===== src/design/utlb_pkg.sv =====
// package: constants and carriers for the transceiver loopback control block
package utlb_pkg;
	// ==================================================
	// register offsets
	localparam logic [3:0] TDM_LOOP_CONTROL_REG = 4'h6;
	localparam logic [3:0] FRAMING_CONFIG_REG = 4'h8;
	localparam logic [3:0] BANK_SELECT_REG = 4'hA;
	localparam logic [3:0] FRAMER_TEST_CONTROL_REG = 4'hE;
	localparam logic [3:0] ACTIVATION_STATUS_REG = 4'h1;
	localparam logic [3:0] ACTIVATION_CONTROL_REG = 4'h2;
	localparam logic [3:0] OVERLAY_TEST_REG = 4'h9;
	// ==================================================
	// field positions
	localparam int LOOP_TRANSP_BIT = 0;
	localparam int LOOP_B1_BIT = 1;
	localparam int LOOP_B2_BIT = 2;
	localparam int LOOP_2BD_BIT = 3;
	localparam int F2D_LOOP_BIT = 4;
	localparam int LT_MODE_BIT = 0;
	// ==================================================
	// values
	localparam logic [7:0] REG_RESET = 8'h00;
	localparam logic [7:0] OVERLAY_SELECT = 8'h01;
	localparam logic [7:0] EXT_LOOP_VALUE = 8'h20;
	localparam logic [7:0] NT_F2D_FRAMING = 8'hB7;
	localparam logic [3:0] READY_STATUS = 4'hB;
	// ==================================================
	// timing
	localparam int CLK_MHZ = 100;
	localparam int NT_TX_MIN_US = 196;
	localparam int NT_TX_MAX_US = 315;
	localparam int LT_TX_MIN_US = 184;
	localparam int LT_TX_MAX_US = 328;
	localparam int RX_MIN_US = 281;
	localparam int RX_MAX_US = 400;
	// tx delay chosen inside both NT and LT windows
	localparam int TX_DELAY_US = 256;
	localparam int RX_DELAY_US = 320;
	localparam int TX_DELAY_CYC = TX_DELAY_US * CLK_MHZ;
	localparam int RX_DELAY_CYC = RX_DELAY_US * CLK_MHZ;
	// ==================================================
	// carriers
	typedef struct packed {
		logic b1;
		logic b2;
		logic d;
		logic m;
	} utlb_chan_type;
endpackage


===== src/design/utlb_delay.sv =====
// file: fixed transit delay line for single-bit stream samples
`timescale 1ns/1ps
module utlb_delay #(
	parameter int DEPTH = 25600
) (
	// clock and reset
	input wire logic core_clk_in,
	input wire logic sys_rst_in,
	// stream
	input wire logic strobe_in,
	input wire logic bit_in,
	output logic bit_out
);
	// ==================================================
	// circular buffer: one entry per link bit strobe
	localparam int AW = $clog2(DEPTH);
	logic mem [DEPTH];
	logic [AW-1:0] ptr_q, ptr_d;
	logic bit_q, bit_d;

	// pointer advance
	always_comb begin
		ptr_d = ptr_q;
		bit_d = bit_q;
		if (strobe_in) begin
			bit_d = mem[ptr_q];
			ptr_d = (ptr_q == AW'(DEPTH - 1)) ? '0 : ptr_q + 1'b1;
		end
	end

	// storage has no reset; unwritten entries read unknown until first pass is acceptable
	always_ff @(posedge core_clk_in) begin
		if (strobe_in)
			mem[ptr_q] <= bit_in;
	end

	always_ff @(posedge core_clk_in) begin
		if (sys_rst_in) begin
			ptr_q <= '0;
			bit_q <= 1'b1;
		end else begin
			ptr_q <= ptr_d;
			bit_q <= bit_d;
		end
	end

	assign bit_out = bit_q;
endmodule


===== src/design/utlb_top.sv =====
// file: loopback control of a 2B1Q line transceiver
// Behaviour
// - loop select bits B1, B2, 2B+D return that channel toward the TDM bus
// - transparent bit set: input data also continues onto the line
// - transparent clear with a TDM loop: line data is all ones
// - framer test bit one enables framer-to-deframer loop, zero disables
// - that loop routes B, D, M framer output into deframer input
// - during that loop the line driver is disabled
// - that loop returns serial input and control data on outputs
// - device shows 0B in activation status when ready; controller polls
// - NT frame sync to line delay within 196..315 us
// - NT line to receive frame sync delay within 281..400 us
// - LT frame sync to line delay within 184..328 us
// - LT line to receive frame sync delay within 281..400 us
// - any combination of loop modes may be active together
//
// Implementation choices: strobed register access and the address map.
`timescale 1ns/1ps
module utlb_top #(
	parameter int TX_DELAY = utlb_pkg::TX_DELAY_CYC / 40,
	parameter int RX_DELAY = utlb_pkg::RX_DELAY_CYC / 40
) (
	// clock and reset
	input wire logic core_clk_in,
	input wire logic sys_rst_in,
	// register port
	input wire logic [3:0] reg_addr_in,
	input wire logic [7:0] reg_wdata_in,
	input wire logic reg_wr_in,
	input wire logic reg_rd_in,
	output logic [7:0] reg_rdata_out,
	// tdm serial bus pins
	input wire logic tdm_data_clock_in,
	input wire logic transmit_frame_sync_in,
	input wire logic tdm_din_in,
	input wire utlb_pkg::utlb_chan_type tdm_slot_in,
	output logic tdm_dout_out,
	output logic receive_frame_sync_out,
	// serial control port m channel
	input wire logic serial_control_port_in,
	output logic serial_control_port_out,
	// line side
	input wire logic line_rx_in,
	input wire logic line_sync_in,
	output logic line_tx_out,
	output logic line_tx_oe_n_out,
	// activation status from the activation engine; lt mode and external analog loop outputs
	input wire logic [3:0] act_status_in,
	output logic lt_mode_out,
	output logic ext_analog_loop_out
);
	// ==================================================
	// synchronisers for pin inputs
	logic [1:0] dcl_s1_q, dcl_s2_q;
	logic [1:0] fsx_s1_q, fsx_s2_q;
	logic [1:0] din_s1_q, din_s2_q;
	logic [1:0] scp_s1_q, scp_s2_q;
	logic [1:0] lrx_s1_q, lrx_s2_q;
	logic [1:0] lsy_s1_q, lsy_s2_q;
	logic [3:0] slot_s1_q, slot_s2_q;
	logic dcl_prev_q;

	// two flops per pin; only stage two is read
	always_ff @(posedge core_clk_in) begin
		if (sys_rst_in) begin
			dcl_s1_q <= '0;
			dcl_s2_q <= '0;
			fsx_s1_q <= '0;
			fsx_s2_q <= '0;
			din_s1_q <= '1;
			din_s2_q <= '1;
			scp_s1_q <= '1;
			scp_s2_q <= '1;
			lrx_s1_q <= '1;
			lrx_s2_q <= '1;
			lsy_s1_q <= '0;
			lsy_s2_q <= '0;
			slot_s1_q <= '0;
			slot_s2_q <= '0;
			dcl_prev_q <= 1'b0;
		end else begin
			dcl_s1_q <= {1'b0, tdm_data_clock_in};
			dcl_s2_q <= dcl_s1_q;
			fsx_s1_q <= {1'b0, transmit_frame_sync_in};
			fsx_s2_q <= fsx_s1_q;
			din_s1_q <= {1'b1, tdm_din_in};
			din_s2_q <= din_s1_q;
			scp_s1_q <= {1'b1, serial_control_port_in};
			scp_s2_q <= scp_s1_q;
			lrx_s1_q <= {1'b1, line_rx_in};
			lrx_s2_q <= lrx_s1_q;
			lsy_s1_q <= {1'b0, line_sync_in};
			lsy_s2_q <= lsy_s1_q;
			slot_s1_q <= tdm_slot_in;
			slot_s2_q <= slot_s1_q;
			dcl_prev_q <= dcl_s2_q[0];
		end
	end

	logic dcl_rise;
	logic transmit_frame_sync;
	logic din;
	logic serial_control_port;
	logic lrx;
	logic lsy;
	utlb_pkg::utlb_chan_type slot;
	assign dcl_rise = dcl_s2_q[0] & ~dcl_prev_q;
	assign transmit_frame_sync = fsx_s2_q[0];
	assign din = din_s2_q[0];
	assign serial_control_port = scp_s2_q[0];
	assign lrx = lrx_s2_q[0];
	assign lsy = lsy_s2_q[0];
	assign slot = slot_s2_q;

	// ==================================================
	// register file
	logic [7:0] loop_ctl_q, loop_ctl_d;
	logic [7:0] framing_q, framing_d;
	logic [7:0] bank_q, bank_d;
	logic [7:0] ftest_q, ftest_d;
	logic [7:0] actctl_q, actctl_d;
	logic [7:0] ovl_test_q, ovl_test_d;
	logic [7:0] rdata_q, rdata_d;
	logic ovl_sel;
	assign ovl_sel = (bank_q == utlb_pkg::OVERLAY_SELECT);

	// decode writes and reads; overlay map hides normal map
	always_comb begin
		loop_ctl_d = loop_ctl_q;
		framing_d = framing_q;
		bank_d = bank_q;
		ftest_d = ftest_q;
		actctl_d = actctl_q;
		ovl_test_d = ovl_test_q;
		rdata_d = 8'h00;
		if (reg_wr_in) begin
			if (reg_addr_in == utlb_pkg::BANK_SELECT_REG)
				bank_d = reg_wdata_in;
			else if (ovl_sel) begin
				if (reg_addr_in == utlb_pkg::OVERLAY_TEST_REG)
					ovl_test_d = reg_wdata_in;
			end else begin
				case (reg_addr_in)
					utlb_pkg::TDM_LOOP_CONTROL_REG: loop_ctl_d = reg_wdata_in;
					utlb_pkg::FRAMING_CONFIG_REG: framing_d = reg_wdata_in;
					utlb_pkg::FRAMER_TEST_CONTROL_REG: ftest_d = reg_wdata_in;
					utlb_pkg::ACTIVATION_CONTROL_REG: actctl_d = reg_wdata_in;
					default: ;
				endcase
			end
		end
		if (reg_rd_in) begin
			if (reg_addr_in == utlb_pkg::BANK_SELECT_REG)
				rdata_d = bank_q;
			else if (ovl_sel) begin
				if (reg_addr_in == utlb_pkg::OVERLAY_TEST_REG)
					rdata_d = ovl_test_q;
			end else begin
				case (reg_addr_in)
					utlb_pkg::TDM_LOOP_CONTROL_REG: rdata_d = loop_ctl_q;
					utlb_pkg::FRAMING_CONFIG_REG: rdata_d = framing_q;
					utlb_pkg::FRAMER_TEST_CONTROL_REG: rdata_d = ftest_q;
					utlb_pkg::ACTIVATION_CONTROL_REG: rdata_d = actctl_q;
					utlb_pkg::ACTIVATION_STATUS_REG: rdata_d = {4'h0, act_status_in};
					default: rdata_d = 8'h00;
				endcase
			end
		end
	end

	always_ff @(posedge core_clk_in) begin
		if (sys_rst_in) begin
			loop_ctl_q <= utlb_pkg::REG_RESET;
			framing_q <= utlb_pkg::REG_RESET;
			bank_q <= utlb_pkg::REG_RESET;
			ftest_q <= utlb_pkg::REG_RESET;
			actctl_q <= utlb_pkg::REG_RESET;
			ovl_test_q <= utlb_pkg::REG_RESET;
			rdata_q <= 8'h00;
		end else begin
			loop_ctl_q <= loop_ctl_d;
			framing_q <= framing_d;
			bank_q <= bank_d;
			ftest_q <= ftest_d;
			actctl_q <= actctl_d;
			ovl_test_q <= ovl_test_d;
			rdata_q <= rdata_d;
		end
	end
	assign reg_rdata_out = rdata_q;

	// ==================================================
	// loop decisions; all modes are independent bits except the external analog loop, a whole overlay byte compare
	logic loop_b1, loop_b2, loop_2bd, transp, f2d_en, tdm_loop;
	assign loop_b1 = loop_ctl_q[utlb_pkg::LOOP_B1_BIT];
	assign loop_b2 = loop_ctl_q[utlb_pkg::LOOP_B2_BIT];
	assign loop_2bd = loop_ctl_q[utlb_pkg::LOOP_2BD_BIT];
	assign transp = loop_ctl_q[utlb_pkg::LOOP_TRANSP_BIT];
	assign f2d_en = ftest_q[utlb_pkg::F2D_LOOP_BIT];
	assign tdm_loop = loop_b1 | loop_b2 | loop_2bd;
	assign lt_mode_out = framing_q[utlb_pkg::LT_MODE_BIT];
	assign ext_analog_loop_out = (ovl_test_q == utlb_pkg::EXT_LOOP_VALUE);

	// which channel the current bit belongs to decides the tdm loop
	logic slot_looped;
	assign slot_looped = (loop_2bd & (slot.b1 | slot.b2 | slot.d))
		| (loop_b1 & slot.b1) | (loop_b2 & slot.b2);

	// ==================================================
	// transit delay lines: framer path and deframer path
	logic tx_in_bit, tx_del_bit, rx_in_bit, rx_del_bit;
	logic m_in_bit;
	assign m_in_bit = serial_control_port;

	// line gets idle ones unless transparent or no tdm loop
	assign tx_in_bit = (tdm_loop & ~transp) ? 1'b1 : din;

	utlb_delay #(.DEPTH(TX_DELAY)) u_tx_delay (
		.core_clk_in(core_clk_in),
		.sys_rst_in(sys_rst_in),
		.strobe_in(dcl_rise),
		.bit_in(tx_in_bit),
		.bit_out(tx_del_bit)
	);

	// framer output feeds deframer directly in framer loop
	assign rx_in_bit = f2d_en ? tx_del_bit : lrx;

	utlb_delay #(.DEPTH(RX_DELAY)) u_rx_delay (
		.core_clk_in(core_clk_in),
		.sys_rst_in(sys_rst_in),
		.strobe_in(dcl_rise),
		.bit_in(rx_in_bit),
		.bit_out(rx_del_bit)
	);

	// ==================================================
	// output registers
	logic dout_q, dout_d, ltx_q, ltx_d, oen_q, oen_d, scpo_q, scpo_d, fsr_q, fsr_d;
	logic m_q, m_d;

	// tdm loop wins for its slots; otherwise deframed data returns
	always_comb begin
		dout_d = dout_q;
		m_d = m_q;
		scpo_d = scpo_q;
		if (dcl_rise) begin
			dout_d = slot_looped ? din : rx_del_bit;
			m_d = m_in_bit;
			scpo_d = f2d_en ? m_q : 1'b1;
		end
		ltx_d = tx_del_bit;
		oen_d = f2d_en;
		fsr_d = lsy;
	end

	always_ff @(posedge core_clk_in) begin
		if (sys_rst_in) begin
			dout_q <= 1'b1;
			m_q <= 1'b1;
			scpo_q <= 1'b1;
			ltx_q <= 1'b1;
			oen_q <= 1'b1;
			fsr_q <= 1'b0;
		end else begin
			dout_q <= dout_d;
			m_q <= m_d;
			scpo_q <= scpo_d;
			ltx_q <= ltx_d;
			oen_q <= oen_d;
			fsr_q <= fsr_d;
		end
	end

	assign tdm_dout_out = dout_q;
	assign serial_control_port_out = scpo_q;
	assign line_tx_out = ltx_q;
	assign line_tx_oe_n_out = oen_q;
	assign receive_frame_sync_out = fsr_q;

	// ==================================================
	// checks
	// framer loop: driver, routing, enable bit, control port return
	a_driver_off_f2d: assert property (@(posedge core_clk_in)
		disable iff (sys_rst_in) f2d_en |=> line_tx_oe_n_out)
		else $error("line driver active during framer loop");
	a_driver_on: assert property (@(posedge core_clk_in)
		disable iff (sys_rst_in) !f2d_en |=> !line_tx_oe_n_out)
		else $error("line driver off outside framer loop");
	a_f2d_route: assert property (@(posedge core_clk_in)
		disable iff (sys_rst_in) f2d_en |-> (rx_in_bit == tx_del_bit))
		else $error("deframer not fed from framer");
	a_f2d_write: assert property (@(posedge core_clk_in)
		disable iff (sys_rst_in)
		(reg_wr_in && !ovl_sel && reg_addr_in == utlb_pkg::FRAMER_TEST_CONTROL_REG)
		|=> (f2d_en == $past(reg_wdata_in[utlb_pkg::F2D_LOOP_BIT])))
		else $error("framer loop enable not written");
	a_scp_return: assert property (@(posedge core_clk_in)
		disable iff (sys_rst_in)
		(dcl_rise && f2d_en) |=> (serial_control_port_out == $past(m_q)))
		else $error("m data not returned");
	a_scp_idle: assert property (@(posedge core_clk_in)
		disable iff (sys_rst_in)
		(dcl_rise && !f2d_en) |=> serial_control_port_out)
		else $error("control port not idle outside framer loop");

	// tdm loops and line data
	a_idle_ones_line: assert property (@(posedge core_clk_in)
		disable iff (sys_rst_in) (tdm_loop && !transp) |-> tx_in_bit)
		else $error("line data not idle in opaque loop");
	a_transp_pass: assert property (@(posedge core_clk_in)
		disable iff (sys_rst_in) (tdm_loop && transp) |-> (tx_in_bit == din))
		else $error("transparent loop blocks input");
	a_loop_return: assert property (@(posedge core_clk_in)
		disable iff (sys_rst_in)
		(dcl_rise && slot_looped) |=> (tdm_dout_out == $past(din)))
		else $error("looped slot not returned");
	a_dout_stands: assert property (@(posedge core_clk_in)
		disable iff (sys_rst_in) !dcl_rise |=> $stable(tdm_dout_out))
		else $error("serial output moved between bits");

	// register port: overlay gate, status view, one-cycle read data
	a_overlay_gate: assert property (@(posedge core_clk_in)
		disable iff (sys_rst_in)
		(reg_wr_in && !ovl_sel && reg_addr_in == utlb_pkg::OVERLAY_TEST_REG)
		|=> $stable(ext_analog_loop_out))
		else $error("overlay written without select");
	a_overlay_select: assert property (@(posedge core_clk_in)
		disable iff (sys_rst_in)
		(reg_wr_in && ovl_sel && reg_addr_in == utlb_pkg::OVERLAY_TEST_REG
		&& reg_wdata_in == utlb_pkg::EXT_LOOP_VALUE) |=> ext_analog_loop_out)
		else $error("overlay write lost under select");
	a_status_read: assert property (@(posedge core_clk_in)
		disable iff (sys_rst_in)
		(reg_rd_in && !ovl_sel && reg_addr_in == utlb_pkg::ACTIVATION_STATUS_REG)
		|=> (reg_rdata_out == {4'h0, $past(act_status_in)}))
		else $error("status read wrong");
	a_rdata_one_cycle: assert property (@(posedge core_clk_in)
		disable iff (sys_rst_in) !reg_rd_in |=> (reg_rdata_out == 8'h00))
		else $error("read data outside its cycle");
endmodule


===== config.mk =====
export PLATFORM = sky130hd
export DESIGN_NAME = utlb_top
export DESIGN_NICKNAME = d
export VERILOG_FILES = /design/src/design/utlb_pkg.sv /design/src/design/utlb_delay.sv /design/src/design/utlb_top.sv
export SDC_FILE = /design/constraint.sdc
export NUM_CORES = 2
export LEC_CHECK = 0
export BUFFER_PORTS_ARGS = -buffer_cell sky130_fd_sc_hd__buf_4
export CAP_MARGIN = 0
export CORE_MARGIN = 2
export CORE_UTILIZATION = 28
export CTS_CLUSTER_DIAMETER = 30
export DETAILED_ROUTE_END_ITERATION = 10
export SYNTH_ARGS = -nofsm -noshare
export SYNTH_HDL_FRONTEND = slang
export SYNTH_SLANG_ARGS = --single-unit

===== constraint.sdc =====
create_clock -name core_clk_in -period 26.4 [get_ports core_clk_in]
set_input_delay 3.96 -clock core_clk_in [delete_from_list [all_inputs] [get_ports core_clk_in]]
set_output_delay 3.96 -clock core_clk_in [all_outputs]
set_load 0.01 [all_outputs]

==> impl_metrics.toml <==
[worst_setup_path]
startpoint_type = "register"
cp_num_buf_inv = 1
crit_family = "simple AND/OR/NAND/NOR gates"
crit_required_ps = 22440
cpPeakStageDelay_ps = 330
crit_arrival_ps = 1980
worstSetupPathType = "reg2out"
end_kind = "output port"
setup.worst_path.end = "ext_analog_loop_out"
path_cells = "nor4_1, and4b_1, buf_4"
startpoint = "ovl_test_q[7]"
cp_max_fo = 3
critPathSlowestCell = "dfxtp_1"
r2r-start = "ftest_q[4]"
reg2regPathDepth = 4
regToRegSetupSlack_ps = 21680
crit_cells = 3
r2r_end = "u_rx_delay.mem[82]"

[logic_synthesis]
yosysMostFrequentCell = "nor2_1"
synthCells = 5153
synth.ff_latch_count = 1541
synth_area_leaders = "edfxtp_1, mux2i_1, nor2_1"
synth_edf_count = 1440
ys_top_cells_by_count = "nor2_1, edfxtp_1, mux2i_1"
ys_warn_count = 0
netlist.area_leader.share = 0.653
seq_area_frac_synth = 0.684
synth_ff_type = "edfxtp_1"
synth_top_area_cell = "edfxtp_1"
syn-num-nets = 5191
syn_area_um2 = 66200
yosysUniqueCellTypes = 65
async_flop_share = 0
synth.avg_cell_area_um2 = 12.8

[floorplan]
core_area_um2 = 235000
die_w_um = 490
start_util = 0.281
die_area_um2 = 240000
io_pins = 45
die_h_um = 490
rows = 178

[clock_network]
cts.sinks = 1541
htree_levels = 5
clockRootBuffer = "clkbuf_16"
cts_hold_buffers = 0
cts_buffers = 331
cts_tree = "yes"
path_clk_slew_ps = 50
post_cts_resized = 0
post_cts_buffers = 0
clk_latency_ps = 920
cts.path.max_buffers = 4

[detailed_routing]
wl_met3_um = 19100
ant_nets = 0
wl_met2_um = 94400
vias_per_cell = 5.10
drc = 0
wl_met1_um = 79500
wirelength_um = 200000
wire_per_inst_um = 23.3
num_vias = 43848
dr.pass1.iters = 8
drt-initial-drc-count = 5663
top_layer = "met4"

[global_route]
antenna_found_initial = 3
grt_start_max_net_pins = 284
grt_pass1_wl_um = 287000
grt_pass1_vias = 42982
globalRoute.totalOverflow = 0
grtUsageTotal = 0.161

[min_path]
worstHoldStart = "din_s1_q[0]"
hold_class = "reg2reg"

[sta]
fin_crit_ps = 5940
hold_viol = 0
drv_slew = 0
fin_crit_sh = 0.225
max_slew.worst_pin.slew_ps = 1270
fin_setup_tns_ps = 0
setup_viol = 0
relSlewSlack = 0.154
clock_skew_ps = 77.1
fmax_ghz = 0.168
grt_setup_unrepaired = "no"

[power]
clockPowerShare = 0.597
internal_power_mw = 5.47
power.share.combinational = 0.013
pwr-share-seq = 0.390
power.switching_mw = 1.37
powerDensity_nw_per_um2 = 84.9
peakVddDrop_v = 0.0000492
p_leak_nw = 23.3
p_sw_frac = 0.201

[placed_design]
port_buffers = 42
post-place-cells = 8009
routabilityCongestion = 0.830
dp_hpwl_um = 105000

[final_layout]
syn_to_final_growth_pct = 21.9
drive_gt1_frac = 0.141
fin_nets = 5230
fin_cells = 8597

[status]
outcome = "complete, no violations"

[job]
drv_cap = 0
[final cells by class]
class | instances | area [µm²]
fill | 22813 | 155000
inverter | 8 | 30.0
timing repair buffer | 155 | 1240
tap | 3150 | 3940
clock buffer | 396 | 8860
antenna | 3 | 7.51
clock inverter | 189 | 2180
sequential | 1541 | 45300
multi-input combinational | 3155 | 19100
[through the flow]
step                      setup WS, ps  utilization  area (µm²)  hold slack (ps)  power, mW
after floorplan                   6320            -       66200              389       2.79
after global placement           20160        0.296       69600              400       2.80
after detailed placement         20150        0.296       69600              400       2.80
after CTS                        20410        0.343       80600              412       6.88
after global routing             20330        0.343       80600              420       7.01
final                            20460        0.343       80700              407       6.85
[flip-flops by register name, indices dropped and copies added, names as in the netlist, 3 cells and up]
name / cells
bank_q: 8
framing_q: 8
slot_s1_q: 3
loop_ctl_q: 8
actctl_q: 8
reg_rdata_out: 8
ovl_test_q: 8
u_rx_delay.ptr_q: 10
ftest_q: 8
u_tx_delay.mem: 640
u_rx_delay.mem: 800
u_tx_delay.ptr_q: 10
slot: 3
[cells by family (layout without fill, tap and decap cells)]
logic type,Yosys count,in the layout,synth area share
AO/OA/AOI/OAI,425,425,0.0421
XOR/XNOR,16,16,0.00212
adder cells (fa/ha/maj),8,8,0.00151
buffers and inverters,457,748,0.0296
flip-flops,1541,1541,0.684
multiplexers,733,733,0.118
other,0,3,0
AND/OR/NAND/NOR,1973,1973,0.123
[power by group through the flow]
| stage | Combinational (mW) | Sequential [mW] | Clock, mW |
|---|---|---|---|
| CTS | 0.0868 | 2.67 | 4.12 |
| global route | 0.0929 | 2.67 | 4.25 |
| finish | 0.0872 | 2.67 | 4.09 |
| floorplan | 0.0528 | 2.74 | 0 |
| detailed placement | 0.0866 | 2.72 | 0 |
| global placement | 0.0850 | 2.72 | 0 |
[how the worst min path moves through the flow]
stage | endpoint | slack (ps) | cells past startpoint
5_1_grt | scp_s2_q[0] | 420 | 1
3_5_place_dp | scp_s2_q[0] | 400 | 1
2_1_floorplan | din_s2_q[0] | 390 | 1
6_report | din_s2_q[0] | 410 | 1
3_3_place_gp | scp_s2_q[0] | 400 | 1
4_1_cts | scp_s2_q[0] | 410 | 1
[per-layer routing]
metal  vias up  track usage
met5         -            0
li1      18892            -
met1     22225        0.209
met2      2221        0.259
met4         0       0.0643
met3       510       0.0358
[worst register-to-register path: stages (launching register included)]
cell     delay (ps)
dfxtp_1         810
mux2_8          730
buf_12          830
buf_4          1090
buf_4           890
[cells in the final DEF, fill, tap and decap left out, types with 34 or more instances in the layout]
| cell | count |
|---|---|
| mux4_2 | 35 |
| buf_4 | 149 |
| nand2_2 | 34 |
| clkinv_2 | 44 |
| mux2i_1 | 695 |
| clkinvlp_4 | 34 |
| nor4_1 | 71 |
| dfxtp_1 | 98 |
| nand2_1 | 153 |
| clkbuf_16 | 343 |
| nor2_1 | 1543 |
| o22ai_1 | 297 |
| bufinv_16 | 41 |
| edfxtp_1 | 1440 |
| clkbuf_1 | 45 |
Power figures use the tool's default switching activity.
